**src/verilog/ofs_map.vh**
```
// Register map and field layout of the output fault status block
`ifndef OFS_MAP_VH
`define OFS_MAP_VH
`define OFS_ADDR_W          8
`define OFS_VOUT_STATUS     8'h72
`define OFS_IOUT_STATUS     8'h73
`define OFS_IRQ_STATUS      8'h80
`define OFS_IRQ_MASK        8'h81
`define OFS_MODE_CTRL       8'h82
`define OFS_VOUT_SHORT_BIT  15
`define OFS_VOUT_OV_BIT     7
`define OFS_VOUT_UV_BIT     4
`define OFS_VOUT_TON_BIT    2
`define OFS_IOUT_OC_BIT     7
`define OFS_IOUT_OP_BIT     6
`define OFS_IRQ_W           6
`define OFS_IRQ_RESET       6'h00
`define OFS_MASK_RESET      6'h00
`define OFS_MODE_RESET      1'b1
`define OFS_FLAG_RESET      16'h0000
`define OFS_MODE_VSRC       1'b0
`define OFS_MODE_ISRC       1'b1
`endif

```
**src/verilog/ofs_status_regs.v**
```verilog
// Output fault status registers with sticky flags and interrupt
//
// Operation
// - Short circuit sets voltage bit 15, overvoltage sets bit 7.
// - Undervoltage sets voltage bit 4 only in voltage-source mode.
// - Missed target by power-up time end sets voltage bit 2.
// - Overcurrent sets current bit 7; overpower bit 6 in current mode.
// - Fault flags stay latched until power recycle; access never clears.
//
// Our own choice: strobed register access.
`include "ofs_map.vh"
`default_nettype none
module ofs_status_regs (
    input  wire        core_clk,
    input  wire        reset,
    input  wire        short_fault,
    input  wire        overvolt_fault,
    input  wire        undervolt_fault,
    input  wire        powerup_timeout,
    input  wire        overcurrent_fault,
    input  wire        overpower_fault,
    input  wire [7:0]  reg_addr,
    input  wire [15:0] reg_wdata,
    input  wire        reg_write,
    input  wire        reg_read,
    output reg  [15:0] reg_rdata,
    output reg         irq
);
    wire [5:0]  fault_sync;
    reg  [15:0] vout_status_reg;
    reg  [15:0] vout_status_next;
    reg  [15:0] iout_status_reg;
    reg  [15:0] iout_status_next;
    reg  [5:0]  irq_status_reg;
    reg  [5:0]  irq_status_next;
    reg  [5:0]  irq_mask_reg;
    reg         mode_reg;
    reg  [5:0]  event_pulse;
    reg  [15:0] rdata_next;

    ofs_sync #(
        .W (6)
    ) u_sync (
        .core_clk (core_clk),
        .reset    (reset),
        .async_in ({overpower_fault, overcurrent_fault, powerup_timeout,
                    undervolt_fault, overvolt_fault, short_fault}),
        .sync_out (fault_sync)
    );

    // Flag set logic; nothing here ever clears a flag
    always @* begin
        vout_status_next = vout_status_reg;
        iout_status_next = iout_status_reg;
        if (fault_sync[0])
            vout_status_next[`OFS_VOUT_SHORT_BIT] = 1'b1;
        if (fault_sync[1])
            vout_status_next[`OFS_VOUT_OV_BIT] = 1'b1;
        if (fault_sync[2] && mode_reg == `OFS_MODE_VSRC)
            vout_status_next[`OFS_VOUT_UV_BIT] = 1'b1;
        if (fault_sync[3])
            vout_status_next[`OFS_VOUT_TON_BIT] = 1'b1;
        if (fault_sync[4])
            iout_status_next[`OFS_IOUT_OC_BIT] = 1'b1;
        if (fault_sync[5] && mode_reg == `OFS_MODE_ISRC)
            iout_status_next[`OFS_IOUT_OP_BIT] = 1'b1;
    end

    // New flag rising edges become interrupt events
    always @* begin
        event_pulse[0] = vout_status_next[`OFS_VOUT_SHORT_BIT]
                       & ~vout_status_reg[`OFS_VOUT_SHORT_BIT];
        event_pulse[1] = vout_status_next[`OFS_VOUT_OV_BIT]
                       & ~vout_status_reg[`OFS_VOUT_OV_BIT];
        event_pulse[2] = vout_status_next[`OFS_VOUT_UV_BIT]
                       & ~vout_status_reg[`OFS_VOUT_UV_BIT];
        event_pulse[3] = vout_status_next[`OFS_VOUT_TON_BIT]
                       & ~vout_status_reg[`OFS_VOUT_TON_BIT];
        event_pulse[4] = iout_status_next[`OFS_IOUT_OC_BIT]
                       & ~iout_status_reg[`OFS_IOUT_OC_BIT];
        event_pulse[5] = iout_status_next[`OFS_IOUT_OP_BIT]
                       & ~iout_status_reg[`OFS_IOUT_OP_BIT];
    end

    // Write one to clear; a new event wins over the clear
    always @* begin
        irq_status_next = irq_status_reg;
        if (reg_write && reg_addr == `OFS_IRQ_STATUS)
            irq_status_next = irq_status_next & ~reg_wdata[5:0];
        irq_status_next = irq_status_next | event_pulse;
    end

    // Read mux; spare bits and unmapped addresses read zero
    always @* begin
        rdata_next = 16'h0000;
        case (reg_addr)
            `OFS_VOUT_STATUS: rdata_next = vout_status_reg;
            `OFS_IOUT_STATUS: rdata_next = iout_status_reg;
            `OFS_IRQ_STATUS:  rdata_next = {10'h000, irq_status_reg};
            `OFS_IRQ_MASK:    rdata_next = {10'h000, irq_mask_reg};
            `OFS_MODE_CTRL:   rdata_next = {15'h0000, mode_reg};
            default:          rdata_next = 16'h0000;
        endcase
    end

    always @(posedge core_clk) begin
        if (reset) begin
            vout_status_reg <= `OFS_FLAG_RESET;
            iout_status_reg <= `OFS_FLAG_RESET;
            irq_status_reg  <= `OFS_IRQ_RESET;
            irq_mask_reg    <= `OFS_MASK_RESET;
            mode_reg        <= `OFS_MODE_RESET;
            reg_rdata       <= 16'h0000;
            irq             <= 1'b0;
        end else begin
            vout_status_reg <= vout_status_next;
            iout_status_reg <= iout_status_next;
            irq_status_reg  <= irq_status_next;
            if (reg_write && reg_addr == `OFS_IRQ_MASK)
                irq_mask_reg <= reg_wdata[5:0];
            if (reg_write && reg_addr == `OFS_MODE_CTRL)
                mode_reg <= reg_wdata[0];
            reg_rdata <= reg_read ? rdata_next : 16'h0000;
            irq       <= |(irq_status_next & irq_mask_reg);
        end
    end
endmodule // ofs_status_regs
`default_nettype wire

```
**src/verilog/ofs_sync.v**
```verilog
// Two-stage synchroniser for a group of asynchronous fault inputs
`default_nettype none
module ofs_sync #(
    parameter W = 1
) (
    input  wire         core_clk,
    input  wire         reset,
    input  wire [W-1:0] async_in,
    output reg  [W-1:0] sync_out
);
    reg [W-1:0] meta_reg;

    always @(posedge core_clk) begin
        if (reset) begin
            meta_reg <= {W{1'b0}};
            sync_out <= {W{1'b0}};
        end else begin
            meta_reg <= async_in;
            sync_out <= meta_reg;
        end
    end
endmodule // ofs_sync
`default_nettype wire
```
**config.mk**
```make
export PLATFORM = sky130hd
export DESIGN_NAME = ofs_status_regs
export DESIGN_NICKNAME = d
export VERILOG_FILES = /design/src/verilog/ofs_status_regs.v /design/src/verilog/ofs_sync.v
export VERILOG_INCLUDE_DIRS = /design/src /design/src/verilog
export SDC_FILE = /design/constraint.sdc
export NUM_CORES = 1
export LEC_CHECK = 0
export BUFFER_PORTS_ARGS = -buffer_cell sky130_fd_sc_hd__buf_2
export CORE_AREA = 2 2 69 104
export CTS_CLUSTER_SIZE = 20
export DETAILED_ROUTE_END_ITERATION = 10
export DIE_AREA = 0 0 71 106
export PLACE_DENSITY_LB_ADDON = 0.15
export SLEW_MARGIN = 40
export SYNTH_ARGS = -nofsm -noshare
export SYNTH_HDL_FRONTEND = slang
export SYNTH_HIERARCHICAL = 1
export SYNTH_SLANG_ARGS = --single-unit
export TNS_END_PERCENT = 10
```
**constraint.sdc**
```tcl
create_clock -name core_clk -period 2.8 [get_ports core_clk]
set_clock_uncertainty 0.1 [all_clocks]
set_input_delay 0.56 -clock core_clk [delete_from_list [all_inputs] [get_ports core_clk]]
set_output_delay 0.56 -clock core_clk [all_outputs]
set_load 0.01 [all_outputs]
```
Word level (Yosys, flattened, before mapping):

Cells that the tools add are included.
W data, S select, Z words.

* register bits after elaboration: 48
* logic and storage cells: 47
* latch bits: 0
* RAM bits: 0
* memories: 0
* output and inout port bits: 17
* input bits: 34
* bits in read-only memories: 0

* $lt $le $gt $ge: 0
* add/subtract/negate cells: 0
* multipliers: 0
* divide/modulo/power cells: 0
* reductions and logical operators: 7
* bitwise logic cells: 18
* eq/ne operators: 5
* shift operators: 0
* muxes and demuxes: 8

Operators by type and width (count)
* $pmux W16 S5: 1
* $eq A8 B8 Y1 const B: 3
* $eq A8 B7 Y1 const B: 2
* $and A6 B6 Y6: 2
* $not A1 Y1: 8
* $and A1 B1 Y1: 6
* $mux W1: 6
* $mux W6: 1
* $not A6 Y6: 1
* $or A6 B6 Y6: 1
* $reduce_or A6 Y1: 1
* $logic_and A1 B1 Y1: 5
* $reduce_or A2 Y1: 1

Longest topological paths before layout:

Gate-level depths: netlist of run 1.

* word-level depth: 7
* depth in mapped cells: 6

By module:

Netlist of run 1, hierarchy kept.

Modules (own cells, without submodules)
* ofs_status_regs: times used 1, area an instance 1239.9 um^2, cells an instance 144
* ofs_sync: times used 1, area an instance 366.6 um^2, cells an instance 25

Worst setup path after synthesis of run 1:

OpenSTA, ideal clock, no wires.

* kind: in2reg
* start: in reg_addr[5]
* end: reg irq
* slack: 0.765 ns
* data arrival time: 1.799 ns
* buffers on the path: 0
* stages: 5
* library setup time: 0.136 ns
* cell sequence: or4b_4 -> nor3_4 -> a31oi_1 -> o21ai_1 -> a41oi_1

* cells in the longest elaborated chain, start to end: 6

RTL lines
* from (decl): line ofs_status_regs.v:22 `input wire [7:0] reg_addr,`
* $eq A8 B8 Y1
* $logic_and A1 B1 Y1 (no source line)
* $mux W6: line ofs_status_regs.v:88 `` if (reg_write && reg_addr == `OFS_IRQ_STATUS) ``
* $or A6 B6 Y6: line ofs_status_regs.v:90 `irq_status_next = irq_status_next | event_pulse;`
* $and A6 B6 Y6: line ofs_status_regs.v:124 `irq <= |(irq_status_next & irq_mask_reg);`
* $reduce_or A6 Y1: line ofs_status_regs.v:124
* to (signal assigned): line ofs_status_regs.v:124
* to (decl): line ofs_status_regs.v:27 `output reg irq`

No other way between the ends.
A chain may end at the register's enable or synchronous reset.

Final worst setup path of run 1:

Ends and elaborated chain as after synthesis.

==> results of run 1 <==
==> synthesized netlist by cell type (2+ instances only) <==
cell      instances
and2b_2           2
clkbuf_1          5
nor3_1            2
inv_1             6
a31oi_1           2
nor2_1           21
nor2b_1           6
dfxtp_1          41
nand4_1           3
nor2b_2           8
a21oi_1          14
o21ba_2           2
nor2b_4           2
nand2_1          10
o21ai_1           2
a222oi_1          3
nand3_1           8
buf_4             8
a22oi_1           3
==> worst register-to-register path: cells and delay by family (launching register included) <==
| kind | cells | cell delay [ns] |
|---|---|---|
| AND/OR/NAND/NOR | 1 | 0.25 |
| flip-flops | 1 | 0.33 |
| AO/OA/AOI/OAI | 4 | 0.52 |
==> path summary, 6_finish.rpt <==
check                     start            endpoint
min reg2reg  u_sync/meta_reg[1]  u_sync/sync_out[1]
max reg2reg  u_sync/sync_out[4]                 irq
max                 reg_addr[5]                 irq
min          u_sync/meta_reg[1]  u_sync/sync_out[1]
==> power by group through the flow <==
stage | Sequential, W | Combinational, W | Clock (W)
after global routing | 0.000609 | 0.0000849 | 0.000612
after floorplan | 0.000618 | 0.0000554 | 0
after CTS | 0.000607 | 0.0000767 | 0.000587
final | 0.000606 | 0.0000760 | 0.000568
after detailed placement | 0.000620 | 0.0000762 | 0
after global placement | 0.000620 | 0.0000763 | 0
==> layout by cell type, fill, tap and decap left out, types with 2 or more instances in the layout <==
cell / netlist / final
conb_1: 1 / 7
nor2_1: 21 / 21
nor2b_2: 8 / 8
nand3_1: 8 / 8
o21ba_2: 2 / 2
dfxtp_1: 41 / 41
bufinv_16: 0 / 2
a21oi_1: 14 / 14
nand2_1: 10 / 10
buf_2: 0 / 33
nor2b_4: 2 / 2
a222oi_1: 3 / 3
and2b_2: 2 / 2
nor3_1: 2 / 2
nor2b_1: 6 / 6
buf_4: 8 / 5
a31oi_1: 2 / 2
inv_1: 6 / 6
o21ai_1: 2 / 2
nand4_1: 3 / 3
a22oi_1: 3 / 3
clkbuf_8: 0 / 5
==> routing by layer <==
layer / part of all wire, % / track usage [%] / up-vias
li1: - / - / 644
met4: 2.8 / 4.99 / 0
met5: 0 / 0 / -
met1: 42 / 12.5 / 575
met3: 4.1 / 2.65 / 8
met2: 51 / 17.6 / 43
==> metrics by stage <==
stage / cell area (µm²) / hold WS [ns] / setup slack (ns) / std cells
after floorplan: 1630 / 0.315 / 0.765 / 175
after global placement: 1840 / 0.321 / 0.522 / 277
after CTS: 1970 / 0.345 / 0.829 / 285
after global routing: 1970 / 0.353 / 0.717 / 285
final: 1970 / 0.342 / 0.841 / 285
after detailed placement: 1840 / 0.320 / 0.509 / 277
==> cell type report <==
type | count | area, µm²
repair buffers | 38 | 203
inverters | 6 | 22.5
clock inverters | 3 | 65.1
multi-input cells | 114 | 696
fillers | 711 | 4740
well taps | 78 | 97.6
flip-flops and latches | 41 | 821
clock buffers | 5 | 68.8
==> logic make-up (layout without fill, tap and decap cells) <==
group	Yosys count	after routing	share of synthesized area (%)
flip-flops	41	41	51.1
AO/OA/AOI/OAI	33	33	13.8
AND/OR/NAND/NOR	73	73	27.3
buffers and inverters	20	52	7.01
multiplexers	1	1	0.623
other	1	7	0.233
==> results.toml, run 1 <==
[placed_design]
io_buffers = 33
dp_hpwl_um = 2700
routabilityCongestion = 0.761

[layout]
utilization_pct = 29.4
area_delta_synth_final_pct = 22.8
regMostFlops = "reg_rdata"
largest_reg_flops = 9
nets = 240
antenna_cells = 0
drive_gt1_share_pct = 30.9

[floorplan]
dieArea_um2 = 7530
num_io_pins = 51
die_h_um = 106
die_w_um = 71
start_util_pct = 23.9
rows = 37
core_area_um2 = 6710

[clocking]
cts_buffers = 5
clock_latency_ns = 0.29
root_buffer = "clkbuf_8"
cts_setup_buffers = 0
clkSinkCount = 41
ctsHoldBuffers = 0
cts_max_level = 2
cts_buffer_depth = 2
cts_tree = "built"
path_clk_slew_ns = 0.08
ctsResizeCount = 0

[job]
cap_viol_max_count = 0

[route]
wirelength_um = 3700
vias_per_cell = 4.46
drt_iter0_drc = 136
drt-pass1-iter-count = 5
drc = 0
routedWlPerCell_um = 13.0
vias = 1270
ant_nets = 0

[pwr]
power_leakage_nw = 0.789
share_comb_of_total_power_pct = 6.1
powerDensity_nw_per_um2 = 634
power.total_w = 0.00125
ir_worst_vdd_v = 0.000214
internal_power_w = 0.000987
p_sw_w = 0.000263
switching_share_pct = 21.1
seq_power_share_pct = 48.5
p_clk_share_pct = 45.4

[setup_path]
rr_worst_depth = 5
reg2reg_slack_ns = 1.54
cp.arrival_ns = 2.03
critPathMaxStageDelay_ns = 0.58
worst-setup-path-type = "in -> reg"
crit_slowest_cell = "or4b_4"
path_depth = 7
critPathCaptureType = "register"
crit_buf_inv = 2
path_cells = "buf_2 > or4b_4 > nor3_4 > buf_4 > a31oi_1 > o21ai_1 > a41oi_1"
crit_path_start_kind = "primary input"
cp.required_ns = 2.87
cp_top_family = "simple AND/OR/NAND/NOR gates"
worstPathMaxFanout = 9

[sta]
tns_ns = 0
setup_violations = 0
max_freq_mhz = 510
rsz0062_at_grt = "no"
fin_crit_sh_pct = 70.0
period_minus_slack_ns = 1.96
final_max_slew_viol_count = 0
hold_viol = 0

[grt]
grt_usage_pct = 10.5
grt_pass1_wl_um = 6130
grt_overflow = 0
grt_max_degree = 21
antenna_found_initial = 0
grt_pass1_vias = 1204

[synthesis]
synth_area_leaders = "dfxtp_1 51%, nor2_1 4.9%, a21oi_1 4.4%, nor2b_2 4.4%, buf_4 3.7%"
synth_cell_types = 40
ys_ff_latch = 41
async_flop_share_pct = 0
synthFlopType = "dfxtp_1"
synth_area_um2 = 1610
synth-edff-count = 0
netlist_instances = 169
synth_top_area_share_pct = 51.1
avgSynthCellArea_um2 = 9.51
ys_seq_area_share_pct = 51.1
yosys.area.top_type = "dfxtp_1"
yosys_warnings = 6

[min_path]
min_path_type = "reg -> reg"
hold_depth = 1

[outcome]
status = "complete, no violations"
No activity file was read; power rests on OpenSTA's default activity.
==> run 2, diff against run 1 <==
- ABC_AREA: unset -> 1
- clock period: 2.8 -> 1.9 ns (I/O delays scaled with it)
==> run 2 against run 1 <==
  * Register-to-register slack got worse by 0.81 ns
  * Critical endpoint unchanged
  * Count of clock-buffer cells in the layout rose by 2
  * Largest power group unchanged
  * Die area did not move
  * Area after synthesis grew 0.47%
  * First-iteration DRC count decreased by 58%
  * Worst setup slack got worse by 0.42 ns
==> results.toml, run 2 <==
[min_path]
min_from = "short_fault"
hold_depth = 3
min_path_type = "in -> reg"

[grt]
antenna_found_initial = 0
grt_usage_pct = 10.1
grt_busiest_layer = "met2"
gr-usage-met1_pct = 10.9
grt_max_degree = 20
grt_overflow = 0
grt_pass1_vias = 1307
grtUsageMet3_pct = 2.46
grt_use_met2_pct = 18.2
grt_pass1_wl_um = 5920

[setup_path]
worst-setup-path-type = "in -> reg"
worstPathMaxFanout = 8
cp.required_ns = 1.97
reg2reg_slack_ns = 0.73
rr_worst_depth = 7
path_depth = 11
crit_slowest_cell = "nor2_4"
rr_endpoint = "irq"
critPathMaxStageDelay_ns = 0.22
path_cells = "buf_2 > nor2_4 > nand2_2 > nor2_4 > nand3_1 > nand2_1 > nand2_1 > nand2_1 > nand2_1 > nor2_1 > a21oi_1"
rr_startpoint = "mode_reg"
cp.arrival_ns = 1.55
crit_end = "irq"
crit_start = "reg_addr[3]"
cp_top_family = "simple AND/OR/NAND/NOR gates"
crit_path_start_kind = "primary input"
crit_buf_inv = 1
cp_common_cell = "nand2_1"
critPathCaptureType = "register"

[sta]
fin_crit_sh_pct = 77.7
hold_viol = 0
period_minus_slack_ns = 1.48
setup_violations = 0
rsz0062_at_grt = "no"
tns_ns = 0
max_freq_mhz = 677
final_max_slew_viol_count = 0

[synthesis]
yosys.area.top_type = "dfxtp_1"
netlist_instances = 212
ys_ff_latch = 41
synth_area_um2 = 1610
ys_seq_area_share_pct = 50.9
synth_cell_types = 23
synth_top_area_share_pct = 50.9
yosysMostFrequentCell = "nand2_1"
yosys_warnings = 6
synth-edff-count = 0
avgSynthCellArea_um2 = 7.61
synth_area_leaders = "dfxtp_1 51%, nand2_1 10%, nor2_1 7.2%, inv_1 6.5%, a21oi_1 6.2%"
async_flop_share_pct = 0
synthFlopType = "dfxtp_1"
ys_top_cells_by_count = "45 x nand2_1, 41 x dfxtp_1, 31 x nor2_1, 28 x inv_1, 20 x a21oi_1"

[layout]
antenna_cells = 0
area_delta_synth_final_pct = 21.5
instances_no_fill = 329
drive_gt1_share_pct = 21.5
nets = 284
utilization_pct = 29.2
mostFrequentLayoutCells = "45 x nand2_1, 41 x dfxtp_1, 33 x buf_2"
layout_commonest_cell = "nand2_1"
regMostFlops = "reg_rdata"
largest_reg_flops = 9

[clocking]
path_clk_slew_ns = 0.08
cts_max_level = 2
root_buffer = "clkbuf_8"
clock_latency_ns = 0.29
clkSinkCount = 41
cts_tree = "built"
ctsResizeCount = 0
cts_setup_buffers = 0
cts_buffers = 5
ctsHoldBuffers = 0
cts_buffer_depth = 2

[placed_design]
routabilityCongestion = 0.805
dp_cells = 321
dp_hpwl_um = 2660
io_buffers = 33

[floorplan]
die_h_um = 106
num_io_pins = 51
dieArea_um2 = 7530
die_w_um = 71
core_area_um2 = 6710
rows = 37
start_util_pct = 24.0

[route]
routedWlPerCell_um = 10.7
ant_nets = 0
vias_per_cell = 4.05
drc = 0
drt_iter0_drc = 57
vias = 1331
wirelength_um = 3510
drt-pass1-iter-count = 3

[pwr]
ir_worst_vdd_v = 0.000275
power_leakage_nw = 0.884
power.total_w = 0.00172
powerDensity_nw_per_um2 = 877

[outcome]
status = "complete, no violations"

[job]
cap_viol_max_count = 0
run 2: changes by cell type in the layout (fill, tap and decap cells not counted), sizes merged, moves of 6 or more:
cell and delta:
a21oi +6, inv +24, nand2 +36, nand3 +7, nor2 +13, nor2b -16
run 2: kinds of logic after synthesis:
family / after synthesis / synth area share [%]
AND/OR/NAND/NOR: 101 / 27.5
buffers and inverters: 43 / 12.7
flip-flops: 41 / 50.9
AO/OA/AOI/OAI: 26 / 8.68
other: 1 / 0.232
run 2: how the worst min path moves through the flow:
stage / to
after floorplan: u_sync/sync_out[0]
after global placement: u_sync/sync_out[4]
after detailed placement: u_sync/sync_out[5]
after CTS: u_sync/meta_reg[0]
after global routing: u_sync/meta_reg[1]
final: u_sync/meta_reg[0]
run 2: layout make-up:
cell class | count | area, µm²
flip-flops and latches | 41 | 821
multi-input cells | 134 | 611
well taps | 78 | 97.6
fillers | 753 | 4750
repair buffers | 38 | 203
inverters | 30 | 113
clock inverters | 1 | 30.0
clock buffers | 7 | 86.3
run 2: per-stage QoR:
stage / hold WS (ns) / worst slack, ns / area, µm²
after CTS: 0.178 / 0.394 / 1960
final: 0.188 / 0.424 / 1960
after floorplan: 0.288 / 0.474 / 1640
after detailed placement: 0.294 / 0.0877 / 1840
after global placement: 0.289 / 0.0887 / 1840
after global routing: 0.176 / 0.342 / 1960
run 2: worst register-to-register path, stage by stage (launching register included):
cell	delay (ns)
dfxtp_1	0.37
inv_1	0.09
nand3_1	0.10
nand2_1	0.06
nand2_1	0.06
nand2_1	0.05
nor2_1	0.13
a21oi_1	0.09
run 2: report_power, final:
group,switching (W),internal (W)
sequential,0.00000898,0.000882
combinational,0.0000656,0.0000379
clock,0.000297,0.000429
run 2: layer usage:
layer  part of all wire (%)  up-vias
met1                     42      577
met5                      0        -
met2                     52       31
li1                       -      718
met3                    4.1        5
met4                    1.8        0
